### config.mk
export PLATFORM = sky130hd
export DESIGN_NAME = vsp_top
export DESIGN_NICKNAME = d
export VERILOG_FILES = /design/src/inc/vsp_pkg.sv /design/src/hdl/vsp_top.sv /design/src/hdl/vsp_regs.sv
export SDC_FILE = /design/constraint.sdc
export NUM_CORES = 2
export LEC_CHECK = 0
export BUFFER_PORTS_ARGS = -buffer_cell sky130_fd_sc_hd__buf_2
export CORE_MARGIN = 2
export CORE_UTILIZATION = 57
export CTS_CLUSTER_SIZE = 8
export DETAILED_ROUTE_END_ITERATION = 6
export PLACE_DENSITY_LB_ADDON = 0.25
export SYNTH_ARGS = -nofsm -noshare
export SYNTH_HDL_FRONTEND = slang
export SYNTH_SLANG_ARGS = --single-unit
### constraint.sdc
create_clock -name core_clk_i -period 18.32 [get_ports core_clk_i]
set_input_delay 1.832 -clock core_clk_i [delete_from_list [all_inputs] [get_ports core_clk_i]]
set_output_delay 1.832 -clock core_clk_i [all_outputs]
set_load 0.02 [all_outputs]
### src/inc/vsp_pkg.sv
// Constants and types for the variable-speed pulse/direction output block
package vsp_pkg;

  // Clock and timing
  localparam int unsigned CLK_HZ = 50_000_000;
  localparam int unsigned RAMP_UNIT_MS = 1;
  localparam int unsigned CYC_PER_MS = CLK_HZ / 1000 * RAMP_UNIT_MS;
  localparam logic [25:0] PHASE_WRAP = 26'(CLK_HZ);
  localparam logic [25:0] PHASE_HALF = 26'(CLK_HZ / 2);

  // Channel count, frequency width, limits in Hz and default ramp time
  localparam int unsigned NUM_CH = 4;
  localparam int unsigned FREQ_W = 18;
  localparam logic [31:0] LIMIT_ADAPTER_HZ = 32'd200_000;
  localparam logic [31:0] LIMIT_MAIN_HZ = 32'd100_000;
  localparam logic [31:0] MAX_SPEED_HZ = 32'd100_000;
  localparam logic [15:0] RAMP_DEFAULT_MS = 16'd100;

  // Global register byte offsets
  localparam logic [7:0] REG_CTRL = 8'h00;
  localparam logic [7:0] REG_IRQ_STAT = 8'h04;
  localparam logic [7:0] REG_IRQ_MASK = 8'h08;
  localparam logic [7:0] REG_RUN = 8'h0c;

  // Per-channel block: base 0x10, stride 0x10, offsets inside
  localparam logic [3:0] CH_FIRST_PAGE = 4'h1;
  localparam logic [3:0] CH_TARGET = 4'h0;
  localparam logic [3:0] CH_CTRL = 4'h4;
  localparam logic [3:0] CH_RAMP = 4'h8;
  localparam logic [3:0] CH_POS = 4'hc;

  // Field positions
  localparam int unsigned CTRL_RAMP_EN_BIT = 0;
  localparam int unsigned ACT_BIT = 0;
  localparam int unsigned FWD_LIM_BIT = 1;
  localparam int unsigned REV_LIM_BIT = 2;
  localparam int unsigned ADAPTER_BIT = 3;
  localparam int unsigned ACCEL_LSB = 0;
  localparam int unsigned DECEL_LSB = 16;
  localparam int unsigned STAT_DONE_LSB = 0;
  localparam int unsigned STAT_ABN_LSB = 4;
  localparam int unsigned STAT_REF_LSB = 8;
  localparam int unsigned RUN_BUSY_LSB = 0;
  localparam int unsigned RUN_DIR_LSB = 4;

  // Reset values
  localparam logic [31:0] RAMP_RESET = {RAMP_DEFAULT_MS, RAMP_DEFAULT_MS};
  localparam logic [11:0] STAT_RESET = 12'h000;
  localparam logic [11:0] MASK_RESET = 12'h000;

  // Channel sequencer states
  typedef enum logic [1:0] {
    VSP_IDLE = 2'b00,
    VSP_PREP = 2'b01,
    VSP_RUN = 2'b10
  } vsp_state_e_t;

endpackage

### src/hdl/vsp_top.sv
// Four-channel variable-speed pulse train with direction outputs
//
// The Wishbone slave port and the register addresses were left to the implementer.
`timescale 1ns/1ps
module vsp_top (
  // Clock and reset
  input wire logic core_clk_i,
  input wire logic rstn_i,
  // Wishbone slave
  input wire logic wb_cyc_i,
  input wire logic wb_stb_i,
  input wire logic wb_we_i,
  input wire logic [7:0] wb_adr_i,
  input wire logic [3:0] wb_sel_i,
  input wire logic [31:0] wb_dat_i,
  output logic [31:0] wb_dat_o,
  output logic wb_ack_o,
  // Motor drive pins
  output logic [vsp_pkg::NUM_CH-1:0] pulse_out_o,
  output logic [vsp_pkg::NUM_CH-1:0] dir_out_o,
  // Interrupt
  output logic irq_o
);
  import vsp_pkg::*;

  // Per-channel engine state
  typedef struct packed {
    vsp_state_e_t st;
    logic stopping;
    logic no_done;
    logic abn;
    logic dir;
    logic pulse;
    logic act_q;
    logic [FREQ_W-1:0] cur;
    logic [25:0] phase;
    logic [31:0] racc;
    logic [31:0] pos;
    logic done;
    logic abort;
    logic refused;
  } vsp_chan_t;

  typedef struct packed {
    vsp_chan_t [NUM_CH-1:0] ch;
  } vsp_top_t;

  vsp_top_t s, next_s;

  logic ramp_en;
  logic [3:0][31:0] target;
  logic [3:0][3:0] ctrl;
  logic [3:0][31:0] ramp;
  logic [3:0] busy;
  logic [3:0] dir;
  logic [3:0][31:0] pos;
  logic [11:0] events;

  // Clamped magnitude of a signed target frequency
  function automatic logic [FREQ_W-1:0] vsp_mag(input logic [31:0] t,
                                               input logic adapter);
    logic [31:0] m;
    logic [31:0] lim;
    m = t[31] ? 32'(-t) : t;
    lim = adapter ? LIMIT_ADAPTER_HZ : LIMIT_MAIN_HZ;
    if (m > lim) begin
      m = lim;
    end
    return m[FREQ_W-1:0];
  endfunction

  // Register bank and interrupt logic
  vsp_regs u_regs (
    .core_clk_i(core_clk_i),
    .rstn_i(rstn_i),
    .wb_cyc_i(wb_cyc_i),
    .wb_stb_i(wb_stb_i),
    .wb_we_i(wb_we_i),
    .wb_adr_i(wb_adr_i),
    .wb_sel_i(wb_sel_i),
    .wb_dat_i(wb_dat_i),
    .wb_dat_o(wb_dat_o),
    .wb_ack_o(wb_ack_o),
    .busy_i(busy),
    .dir_i(dir),
    .pos_i(pos),
    .event_i(events),
    .ramp_en_o(ramp_en),
    .target_o(target),
    .ctrl_o(ctrl),
    .ramp_o(ramp),
    .irq_o(irq_o)
  );

  // Status and event taps from the engine flops
  genvar g;
  generate
    for (g = 0; g < NUM_CH; g++) begin : g_tap
      assign busy[g] = (s.ch[g].st != VSP_IDLE);
      assign dir[g] = s.ch[g].dir;
      assign pos[g] = s.ch[g].pos;
      assign events[STAT_DONE_LSB + g] = s.ch[g].done;
      assign events[STAT_ABN_LSB + g] = s.ch[g].abort;
      assign events[STAT_REF_LSB + g] = s.ch[g].refused;
      // Fixed pairing: pulse n always travels with direction n
      assign pulse_out_o[g] = s.ch[g].pulse;
      assign dir_out_o[g] = s.ch[g].dir;
    end
  endgenerate

  // Channel engines: start, ramp, oscillator, position and stop causes
  always_comb begin
    vsp_chan_t c;
    logic act;
    logic tzero;
    logic sign_bad;
    logic lim_hit;
    logic [FREQ_W-1:0] mag;
    logic [FREQ_W-1:0] goal;
    logic [15:0] rate_ms;
    logic [31:0] thr;
    logic [31:0] racc_sum;
    logic [26:0] ph_sum;
    logic next_pulse;
    c = '0;
    act = 1'b0;
    tzero = 1'b0;
    sign_bad = 1'b0;
    lim_hit = 1'b0;
    mag = '0;
    goal = '0;
    rate_ms = 16'h0;
    thr = 32'h0;
    racc_sum = 32'h0;
    ph_sum = 27'h0;
    next_pulse = 1'b0;
    next_s = s;
    for (int i = 0; i < NUM_CH; i++) begin
      c = s.ch[i];
      c.done = 1'b0;
      c.abort = 1'b0;
      c.refused = 1'b0;
      act = ctrl[i][ACT_BIT];
      c.act_q = act;
      tzero = (target[i] == 32'h0);
      mag = vsp_mag(target[i], ctrl[i][ADAPTER_BIT]);
      // A start edge while the channel is still busy is rejected
      if (act && !s.ch[i].act_q && s.ch[i].st != VSP_IDLE) begin
        c.refused = 1'b1;
      end
      unique case (s.ch[i].st)
        VSP_IDLE: begin
          c.dir = 1'b0;
          c.pulse = 1'b0;
          c.cur = '0;
          c.phase = '0;
          c.racc = '0;
          c.stopping = 1'b0;
          c.no_done = 1'b0;
          c.abn = 1'b0;
          // Restart needs only activation and a nonzero target
          if (act && !tzero) begin
            c.dir = !target[i][31];
            c.st = VSP_PREP;
          end
        end
        VSP_PREP: begin
          // One cycle of settled direction before any pulse edge
          c.st = VSP_RUN;
        end
        VSP_RUN: begin
          lim_hit = s.ch[i].dir ? ctrl[i][FWD_LIM_BIT]
                                : ctrl[i][REV_LIM_BIT];
          // Sign flip is treated as a stop request rather than a reversal
          sign_bad = (target[i][31] == s.ch[i].dir) && !tzero;
          if (!act) begin
            c.stopping = 1'b1;
            c.no_done = 1'b1;
          end
          if (lim_hit) begin
            c.stopping = 1'b1;
            c.abn = 1'b1;
          end
          if (tzero || sign_bad) begin
            c.stopping = 1'b1;
          end
          goal = c.stopping ? '0 : mag;
          // Ramp: one 1 Hz step whenever the rate accumulator wraps
          if (!ramp_en) begin
            c.cur = goal;
            c.racc = '0;
          end else if (s.ch[i].cur != goal) begin
            rate_ms = (s.ch[i].cur < goal) ? ramp[i][ACCEL_LSB +: 16]
                                           : ramp[i][DECEL_LSB +: 16];
            thr = 32'(rate_ms * CYC_PER_MS);
            racc_sum = s.ch[i].racc + MAX_SPEED_HZ;
            if (rate_ms == 16'h0) begin
              c.cur = goal;
              c.racc = '0;
            end else if (racc_sum >= thr) begin
              // Slope is max speed over the set time, linear, for set times of 2 ms or more
              c.racc = racc_sum - thr;
              c.cur = (s.ch[i].cur < goal) ? s.ch[i].cur + 1'b1
                                           : s.ch[i].cur - 1'b1;
            end else begin
              c.racc = racc_sum;
            end
          end else begin
            c.racc = '0;
          end
          // Phase oscillator; pulse high for the upper half of a period
          ph_sum = {1'b0, s.ch[i].phase} + 27'(c.cur);
          if (ph_sum >= {1'b0, PHASE_WRAP}) begin
            ph_sum = ph_sum - {1'b0, PHASE_WRAP};
          end
          c.phase = ph_sum[25:0];
          next_pulse = (c.phase >= PHASE_HALF);
          if (c.cur == '0) begin
            next_pulse = 1'b0;
          end
          c.pulse = next_pulse;
          // Count on each rising pulse edge in the latched direction
          if (next_pulse && !s.ch[i].pulse) begin
            c.pos = s.ch[i].dir ? s.ch[i].pos + 32'h1
                                : s.ch[i].pos - 32'h1;
          end
          // Busy stays up until the frequency has reached zero
          if (c.stopping && c.cur == '0) begin
            c.st = VSP_IDLE;
            c.pulse = 1'b0;
            c.dir = 1'b0;
            c.phase = '0;
            c.abort = c.abn;
            c.done = !c.abn && !c.no_done;
          end
        end
        default: begin
          c.st = VSP_IDLE;
          c.pulse = 1'b0;
          c.dir = 1'b0;
        end
      endcase
      next_s.ch[i] = c;
    end
  end

  // State register
  always_ff @(posedge core_clk_i or negedge rstn_i) begin
    if (!rstn_i) begin
      s <= '0;
    end else begin
      s <= next_s;
    end
  end

endmodule

### src/hdl/vsp_regs.sv
// Wishbone register bank with sticky interrupt status for the pulse block
`timescale 1ns/1ps
module vsp_regs (
  // Clock and reset
  input wire logic core_clk_i,
  input wire logic rstn_i,
  // Wishbone slave
  input wire logic wb_cyc_i,
  input wire logic wb_stb_i,
  input wire logic wb_we_i,
  input wire logic [7:0] wb_adr_i,
  input wire logic [3:0] wb_sel_i,
  input wire logic [31:0] wb_dat_i,
  output logic [31:0] wb_dat_o,
  output logic wb_ack_o,
  // Channel status and events
  input wire logic [3:0] busy_i,
  input wire logic [3:0] dir_i,
  input wire logic [3:0][31:0] pos_i,
  input wire logic [11:0] event_i,
  // Configuration to the engines
  output logic ramp_en_o,
  output logic [3:0][31:0] target_o,
  output logic [3:0][3:0] ctrl_o,
  output logic [3:0][31:0] ramp_o,
  // Interrupt
  output logic irq_o
);
  import vsp_pkg::*;

  typedef struct packed {
    logic ack;
    logic [31:0] dat;
    logic ramp_en;
    logic [11:0] stat;
    logic [11:0] mask;
    logic [3:0][31:0] target;
    logic [3:0][3:0] ctrl;
    logic [3:0][31:0] ramp;
    logic irq;
  } vsp_regs_t;

  vsp_regs_t s, next_s;

  // Byte-lane merge, used for the target, ramp and mask registers and the status clear mask
  function automatic logic [31:0] vsp_merge(input logic [31:0] old,
                                            input logic [31:0] wr,
                                            input logic [3:0] sel);
    logic [31:0] r;
    r = old;
    for (int b = 0; b < 4; b++) begin
      if (sel[b]) begin
        r[b*8 +: 8] = wr[b*8 +: 8];
      end
    end
    return r;
  endfunction

  // Bus decode, register update and interrupt combine
  always_comb begin
    logic take;
    logic [31:0] wmask;
    logic [3:0] page;
    logic [3:0] off;
    logic [31:0] rd;
    int ch;
    logic [31:0] mrg;
    take = 1'b0;
    wmask = 32'h0;
    page = 4'h0;
    off = 4'h0;
    rd = 32'h0;
    ch = 0;
    mrg = 32'h0;
    next_s = s;
    take = wb_cyc_i && wb_stb_i && !s.ack;
    page = wb_adr_i[7:4];
    off = wb_adr_i[3:0];
    wmask = vsp_merge(32'h0, 32'hffff_ffff, wb_sel_i);
    next_s.ack = take;
    if (page == 4'h0) begin
      unique case (off)
        REG_CTRL[3:0]: rd = {31'h0, s.ramp_en};
        REG_IRQ_STAT[3:0]: rd = {20'h0, s.stat};
        REG_IRQ_MASK[3:0]: rd = {20'h0, s.mask};
        REG_RUN[3:0]: rd = {24'h0, dir_i, busy_i};
        default: rd = 32'h0;
      endcase
    end else if (page >= CH_FIRST_PAGE && page < 4'(CH_FIRST_PAGE + 4)) begin
      ch = int'(page - CH_FIRST_PAGE);
      unique case (off)
        CH_TARGET: rd = s.target[ch];
        CH_CTRL: rd = {28'h0, s.ctrl[ch]};
        CH_RAMP: rd = s.ramp[ch];
        CH_POS: rd = pos_i[ch];
        default: rd = 32'h0;
      endcase
    end
    if (take && !wb_we_i) begin
      next_s.dat = rd;
    end
    // Writes land on the edge that raises ack; unmapped ones are dropped
    if (take && wb_we_i) begin
      if (page == 4'h0) begin
        if (off == REG_CTRL[3:0] && wb_sel_i[0]) begin
          next_s.ramp_en = wb_dat_i[CTRL_RAMP_EN_BIT];
        end
        if (off == REG_IRQ_STAT[3:0]) begin
          next_s.stat = s.stat & ~(wb_dat_i[11:0] & wmask[11:0]);
        end
        if (off == REG_IRQ_MASK[3:0]) begin
          // Merge into a full word first; a call result cannot be sliced
          mrg = vsp_merge({20'h0, s.mask}, wb_dat_i, wb_sel_i);
          next_s.mask = mrg[11:0];
        end
      end else if (page >= CH_FIRST_PAGE &&
                   page < 4'(CH_FIRST_PAGE + 4)) begin
        if (off == CH_TARGET) begin
          next_s.target[ch] = vsp_merge(s.target[ch], wb_dat_i, wb_sel_i);
        end
        if (off == CH_CTRL && wb_sel_i[0]) begin
          next_s.ctrl[ch] = wb_dat_i[3:0];
        end
        if (off == CH_RAMP) begin
          next_s.ramp[ch] = vsp_merge(s.ramp[ch], wb_dat_i, wb_sel_i);
        end
      end
    end
    // Set wins over a same-cycle write-one clear, so no event is lost
    next_s.stat = next_s.stat | event_i;
    next_s.irq = |(next_s.stat & next_s.mask);
  end

  // State register
  always_ff @(posedge core_clk_i or negedge rstn_i) begin
    if (!rstn_i) begin
      s <= '{ack: 1'b0, dat: 32'h0, ramp_en: 1'b0, stat: STAT_RESET,
             mask: MASK_RESET, target: '0, ctrl: '0,
             ramp: {NUM_CH{RAMP_RESET}}, irq: 1'b0};
    end else begin
      s <= next_s;
    end
  end

  assign wb_ack_o = s.ack;
  assign wb_dat_o = s.dat;
  assign ramp_en_o = s.ramp_en;
  assign target_o = s.target;
  assign ctrl_o = s.ctrl;
  assign ramp_o = s.ramp;
  assign irq_o = s.irq;

endmodule

# ---- After elaboration in Yosys (flattened, before gate mapping)
# Index checks and enable logic that the tools add are counted.
dict set report word_totals {
  ff_bits 807
  in_bits 49
  output_inout_bits 42
}
dict set report classes {
  n_addsub 37
  n_mul 4
  magnitude_cmp 25
  n_eq_ne 27
  mux 244
  bitwise_logic 10
  reduce_logical 109
}
# op count
set ops {}
lappend ops {{32-bit 2-to-1 mux} 39}
lappend ops {{18-bit 2-to-1 mux} 36}
lappend ops {{76-bit case mux with 2 select lines} 4}
lappend ops {{272-bit 2-to-1 mux} 2}
lappend ops {{8-bit 2-to-1 mux} 42}
lappend ops {{32-bit binary-select mux with 2-bit select} 5}
lappend ops {{26-bit 2-to-1 mux} 12}
lappend ops {{296-bit 2-to-1 mux} 1}
lappend ops {{128-bit bitwise mux} 2}
lappend ops {{128-bit 2-to-1 mux} 2}
lappend ops {{32-bit by 1-bit adder with 32-bit output, second input constant} 4}
lappend ops {{32-bit by 17-bit adder with 32-bit output, second input constant} 4}
lappend ops {{32-bit >= comparator} 4}
lappend ops {{32-bit by 18-bit greater-than comparator with 1-bit output} 4}
lappend ops {{32-bit zero test} 4}
lappend ops {{32-bit negator} 4}
lappend ops {{32-bit case mux with 4 select lines} 1}
lappend ops {{32-bit by 1-bit subtractor with 32-bit output, second input constant} 4}
lappend ops {{32-bit subtractor} 4}
lappend ops {{16-bit by 12-bit multiplier with 28-bit output, second input constant} 4}
lappend ops {{26-bit by 18-bit adder with 27-bit output} 4}
lappend ops {{27-bit by 26-bit >= comparator with 1-bit output, second input constant} 4}
lappend ops {{26-bit by 25-bit >= comparator with 1-bit output, second input constant} 4}
lappend ops {{26-bit subtractor, second input constant} 4}
lappend ops {{44 further kinds} 258}

# ---- Depth between registers and ports, before layout
dict set report logic_depth {
  ltp_word 25
  depth_mapped 85
  ltp_nobuf 77
}

# ---- Cells and area by module
# A second synthesis with hierarchy kept.
dict set report unflattened {
  hier_cells 9752
  hier_area_um2 84416.0
}
# mod instances cells_each area_per_inst_um2 seq_area_each_um2
set modules_own_cells {}
lappend modules_own_cells {vsp_top 1 7877 63943.8 11511.0}
lappend modules_own_cells {vsp_regs 1 1875 20472.1 8313.0}

# ---- Worst setup path before layout
# OpenSTA, ideal clock, no wires.
dict set report synth_timing {
  path_kind {register -> register}
  from {register u_regs.s (netlist bit u_regs.target_o[34])}
  to {register s (netlist bit pos[43])}
  setup_time_ps 127
  arrival_ps 17555
  t_required_ps 18193
  slack_ps 638
  path_stages_with_launch 79
  path_buffers 9
  period_less_slack_ps 17682
  path_cell_list {dfrtp_1 > buf_6 > or4_1 > buf_2 > or2_1 > o31ai_1 > xnor2_1 > ha_1 > nand3b_1 > a21oi_1 > nor3_1 > nor2_1 > o41ai_1 > a21oi_1 > a2111oi_4 > buf_2 > a21o_1 > nand2_1 > [43 not listed] > ha_1 > o21a_1 > o211a_1 > and3_1 > a311o_1 > xnor2_1 > a2111oi_0 > a21oi_1 > o21ai_0 > a31oi_1 > clkbuf_1 > nor4b_1 > nor3_1 > o31ai_1 > or4b_1 > buf_6 > buf_12 > mux2_1}
}
dict set report synth_between {
  elab_chain_len 25
  elab_cells_between_ends 34
}
# item line_no
set synth_lines {}
lappend synth_lines {{start: declaration} vsp_regs.sv:43} ;# vsp_regs_t s, next_s;
lappend synth_lines {{start signal: assignment} vsp_regs.sv:137} ;# s <= '{ack: 1'b0, dat: 32'h0, ramp_en: 1'b0, stat: STAT_RESET,
lappend synth_lines {{start signal: assignment} vsp_regs.sv:141} ;# s <= next_s;
lappend synth_lines {{branches (longest 6 deep; another with 32-bit negator)} --}
lappend synth_lines {{18-bit 2-to-1 mux *} vsp_top.sv:187} ;# goal = c.stopping ? '0 : mag;
lappend synth_lines {{18-bit less-than comparator} {vsp_top.sv:193, vsp_top.sv:203}}
lappend synth_lines {{16-bit 2-to-1 mux} vsp_top.sv:193} ;# rate_ms = (s.ch[i].cur < goal) ? ramp[i][ACCEL_LSB +: 16]
lappend synth_lines {{16-bit by 12-bit multiplier with 28-bit output} vsp_top.sv:195} ;# thr = 32'(rate_ms * CYC_PER_MS);
lappend synth_lines {{32-bit >= comparator} vsp_top.sv:200} ;# end else if (racc_sum >= thr) begin
lappend synth_lines {{18-bit 2-to-1 mux} vsp_top.sv:200}
lappend synth_lines {{18-bit 2-to-1 mux} vsp_top.sv:197} ;# if (rate_ms == 16'h0) begin
lappend synth_lines {{[4 not listed]} --}
lappend synth_lines {{26-bit subtractor / 27-bit by 26-bit >= comparator with 1-bit output (equally long branches)} {vsp_top.sv:214, vsp_top.sv:213}}
lappend synth_lines {{26-bit 2-to-1 mux} vsp_top.sv:213} ;# if (ph_sum >= {1'b0, PHASE_WRAP}) begin
lappend synth_lines {{26-bit 2-to-1 mux} vsp_top.sv:151} ;# unique case (s.ch[i].st)
lappend synth_lines {{26-bit by 25-bit >= comparator with 1-bit output} vsp_top.sv:217} ;# next_pulse = (c.phase >= PHASE_HALF);
lappend synth_lines {{1-bit 2-to-1 mux *} vsp_top.sv:218} ;# if (c.cur == '0) begin
lappend synth_lines {{1-bit 2-to-1 mux *} vsp_top.sv:151}
lappend synth_lines {{1-bit logical AND *} vsp_top.sv:223} ;# if (next_pulse && !s.ch[i].pulse) begin
lappend synth_lines {{2-bit AND reduction (no source line) *} --}
lappend synth_lines {{end signal: assignment} vsp_top.sv:252} ;# s <= next_s;
lappend synth_lines {{end: declaration} vsp_top.sv:48} ;# vsp_top_t s, next_s;
# Mark *: on every way between the ends. The select of a mux whose other input is x is not followed.
# A chain may end at the register's enable or synchronous reset.

# ---- Final worst setup path
dict set report layout_timing {
  from {register u_regs.s (netlist bit u_regs.target_o[64])}
  to {register s (netlist bit pos[67])}
}
# The elaborated chain is that of the path after synthesis.

==> impl_results.md <==
* Max Cap Violations at 0
* Vias in the first global route at between 70k and 80k
* Total global routing overflow at 0
* CTS root buffer: clkbuf_16
* Die height at between 300 and 400 um
* CP Capture Type: register
* Crit path arrival time at between 15 and 20 ns
* Max FO, Critical Path at 16
* Crit-path slowest cell: or4b_2
* Drt first pass iters at 7
* Register area share after synthesis at 0.236
* Starting Density at 0.575
* Total track usage at 0.361
* # fillers at approximately 13k
* Placement Cell Area at 87200 sq um
* R2R depth at 80
* Mapped Nets at between 10k and 15k
* Clk_lat worst skew at approximately 0.78 ns
* Final Hold Fails at 0
* Total vias in the final route at around 77k
* Leakage power at roughly 45 nW
* Failing checks: DRC
* CTS Hold Bufs at 0
* Worst setup margin at slightly below 0.7 ns
* CP bufs+invs at 15
* Global-route layer with the greatest usage: met2
* Power Density at 48.6 nW/um^2
* Max clock buf depth at 3
* First-pass GRT wire length at approximately 430000 um
* Sink Count at approximately 800
* Met3 usage at 0.0911
* Remaining DRCs at 5
* CP Class: register to register
* Clock transition at path regs at 0.06 ns
* Synth Area in XOR/XNOR at 0.0707
* H-tree Lvls at 3
* Ys async rst share at 1.00
* Worst-Margin Slew at around 1.3 ns
* Largest net degree at the start of global routing at 174
* Adder-cell share of the synthesized area at 0.182
* Mux cell area share after synthesis at 0.0934
* Rel. slew slack at 0.135
* Post-Synth Simple-Gate Area at 0.155
* IO Pins at 91
* Fin nets at ~11k
* Mean post-synth cell area at 8.67 sq um
* FF-to-FF Start: u_regs.target_o[64]
* Full die area at approximately 150000 sq um
* # placed instances at 11.5k
* CP max stage delay at approximately 0.6 ns
* Max Freq at ~57 MHz
* Met1 Usage GRT at 0.477
* Peak VDD IR at 0.0686 mV
* RR Endpoint: pos[67]
* DP HPWL at 214000 um
* Vias per cell at about 6.6
* FP Rows at 140
* Share of the clock period used by the worst path at 0.963
* Status: finished, violations left
* Hold Path Depth at 1
* Detailed Route WL at between 200000 and 300000 um
* Gate count of the mapped netlist at between 9k and 10k
* Critical path's top delay family: compound AO/OA/AOI/OAI gates
* Seq cells post-synth at around 790
* Routability cong. at 1.02
* Hold EP: events[10]
* Syn Std Cell Area at ~84000 sq um
* Initial drt markers at approximately 7.5k
* Largest family of logic cells by synthesized area: compound AO/OA/AOI/OAI gates
* Synth Area in Compound Gates at 0.205
* Critical Path Start Type: register
* Initial antenna violation count at 48
* DP Worst Slack at -0.454 ns
* Synth Flop Type: dfrtp_1
* Synth unique cells at around 100
* Ratio of cells with drive above 1 in the final layout at 0.137
* Final Skew at slightly below 0.08 ns
* Grt met2 use at 0.551
* WP data required at approximately 19 ns
* Min-Delay Path Class: register to register
* Antenna Nets Post-Route at 0
* Syn. warnings at 0
* Endpoints failing setup at 0
* Design area at 92000 sq um
* Final worst path period need at ~18 ns
* PortBufs at 90
* Syn-to-layout area delta at 9.57%
* Fin cells at approximately 12k
* Core area at 146000 sq um
* Reg2reg setup slack at around 0.7 ns
* Cts bufs inserted at around 110
* CTS tree: done
* Number of synthesized flops with an enable pin at 0
* Worst Hold Launch: s[349]
* Final Max Tran Viols at 0
* Chip width at just under 400 um
* Avg WL per Cell at 23.9 um
synthesized netlist by cell type, drive strengths merged, types with 74 or more instances:
cell type,count,share of area
a21o,190,0.017
buf,111,0.0079
dfrtp,767,0.23
a221oi,81,0.0085
o21bai,75,0.0067
nor3,222,0.013
mux2,401,0.055
fa,165,0.039
o21a,87,0.0078
or3,90,0.0067
o21ai,612,0.036
a21oi,578,0.034
mux2i,147,0.018
nor2b,112,0.0083
xor2,246,0.026
xnor2,432,0.045
nand3,209,0.012
nor2,611,0.027
inv,764,0.034
a22o,144,0.015
nand2b,102,0.0076
ha,953,0.14
mux4,78,0.021
nand4,95,0.0071
nand2,815,0.036
clkbuf,338,0.015
a31oi,74,0.0055
and3,83,0.0062
final cells by class:
type | count | area, sq um | share of cell area
flip-flops and latches | 791 | 19800 | 0.216
clock buffers | 177 | 3140 | 0.0341
inverters | 767 | 2880 | 0.0313
well taps | 1917 | 2400 | 0.0261
multi-input cells | 7676 | 60400 | 0.657
repair buffers | 400 | 2990 | 0.0325
clock inverters | 11 | 249 | 0.00271
diodes | 21 | 52.6 | 0.000571
cell families (layout without fill, tap and decap cells):
family | Yosys count | in the layout
AND/OR/NAND/NOR | 2680 | 2680
AO/OA/AOI/OAI | 2573 | 2573
buffers and inverters | 1216 | 1355
adder cells (fa/ha/maj) | 1119 | 1119
flip-flops | 791 | 791
XOR/XNOR | 678 | 678
multiplexers | 626 | 626
other | 0 | 21
worst max-delay path by stage:
stage / endpoint / startpoint / depth (start not counted) / slack (ns)
global route: pos[67] / u_regs.target_o[66] / 89 / -0.14
detailed placement: pos[83] / u_regs.target_o[74] / 72 / -0.45
floorplan: pos[43] / u_regs.target_o[34] / 78 / 0.64
CTS: pos[24] / u_regs.target_o[6] / 63 / 0.007
finish: pos[67] / u_regs.target_o[64] / 80 / 0.68
global placement: pos[93] / u_regs.target_o[74] / 72 / -0.26
placed cells by master (no fill, tap or decap), types with 89 or more instances in the layout:
cell type / n
ha_1: 943
nand2_1: 811
inv_1: 761
dfrtp_1: 760
nor2_1: 596
o21ai_0: 583
a21oi_1: 552
xnor2_1: 421
mux2_2: 371
buf_4: 293
xor2_1: 245
nor3_1: 210
nand3_1: 207
a21o_1: 190
fa_1: 165
mux2i_1: 144
a22o_1: 144
clkbuf_16: 115
nor2b_1: 106
nand2b_1: 101
nand4_1: 95
or3_1: 89
per-stage QoR:
stage | total power (W) | TNS (ns) | hold WS, ns | util
after detailed placement | 0.00238 | -15.32 | 0.403 | 0.597
after global placement | 0.00237 | -7.32 | 0.399 | 0.597
after global routing | 0.00461 | -1.48 | 0.409 | 0.630
after CTS | 0.00446 | 0 | 0.404 | 0.621
final | 0.00447 | 0 | 0.411 | 0.630
after floorplan | 0.00219 | 0 | 0.383 | -
power by group:
group | total (W) | internal (W) | switching [W]
combinational | 0.000608 | 0.000206 | 0.000401
sequential | 0.00177 | 0.00176 | 0.0000151
clock | 0.00209 | 0.00120 | 0.000883
total | 0.00447 | 0.00317 | 0.00130
layer usage:
layer / share of wire / vias to the layer above
li1: - / 35384
met1: 0.41 / 37676
met2: 0.43 / 3451
met3: 0.10 / 830
met4: 0.056 / 48
met5: 0.0015 / -
worst reg2reg max path, delay by kind of cell (launching register included):
family	cells	cell delay, ns
fa+ha+maj	11	3.48
mux	2	0.59
buf+inv	15	2.33
flops	1	0.49
compound gates	31	6.30
simple gates	17	3.69
xor+xnor	4	0.66
timing repair:
item,4_1_cts,5_1_grt
setup buffers,0,32
pin swaps,0,41
cloned,0,3
gates resized for setup,18,212
endpoints found under the setup margin,120,153
sequential cells by signal, indices dropped and copies added, names as in the netlist:
register	count
u_regs.irq_o	1
u_regs.target_o	128
s	312
u_regs.ramp_o	128
u_regs.ctrl_o	16
pos	128
dir_out_o	4
u_regs.wb_ack_o	1
pulse_out_o	4
u_regs.s	24
u_regs.wb_dat_o	32
events	12
u_regs.ramp_en_o	1
No activity file was read; power rests on OpenSTA's default activity.
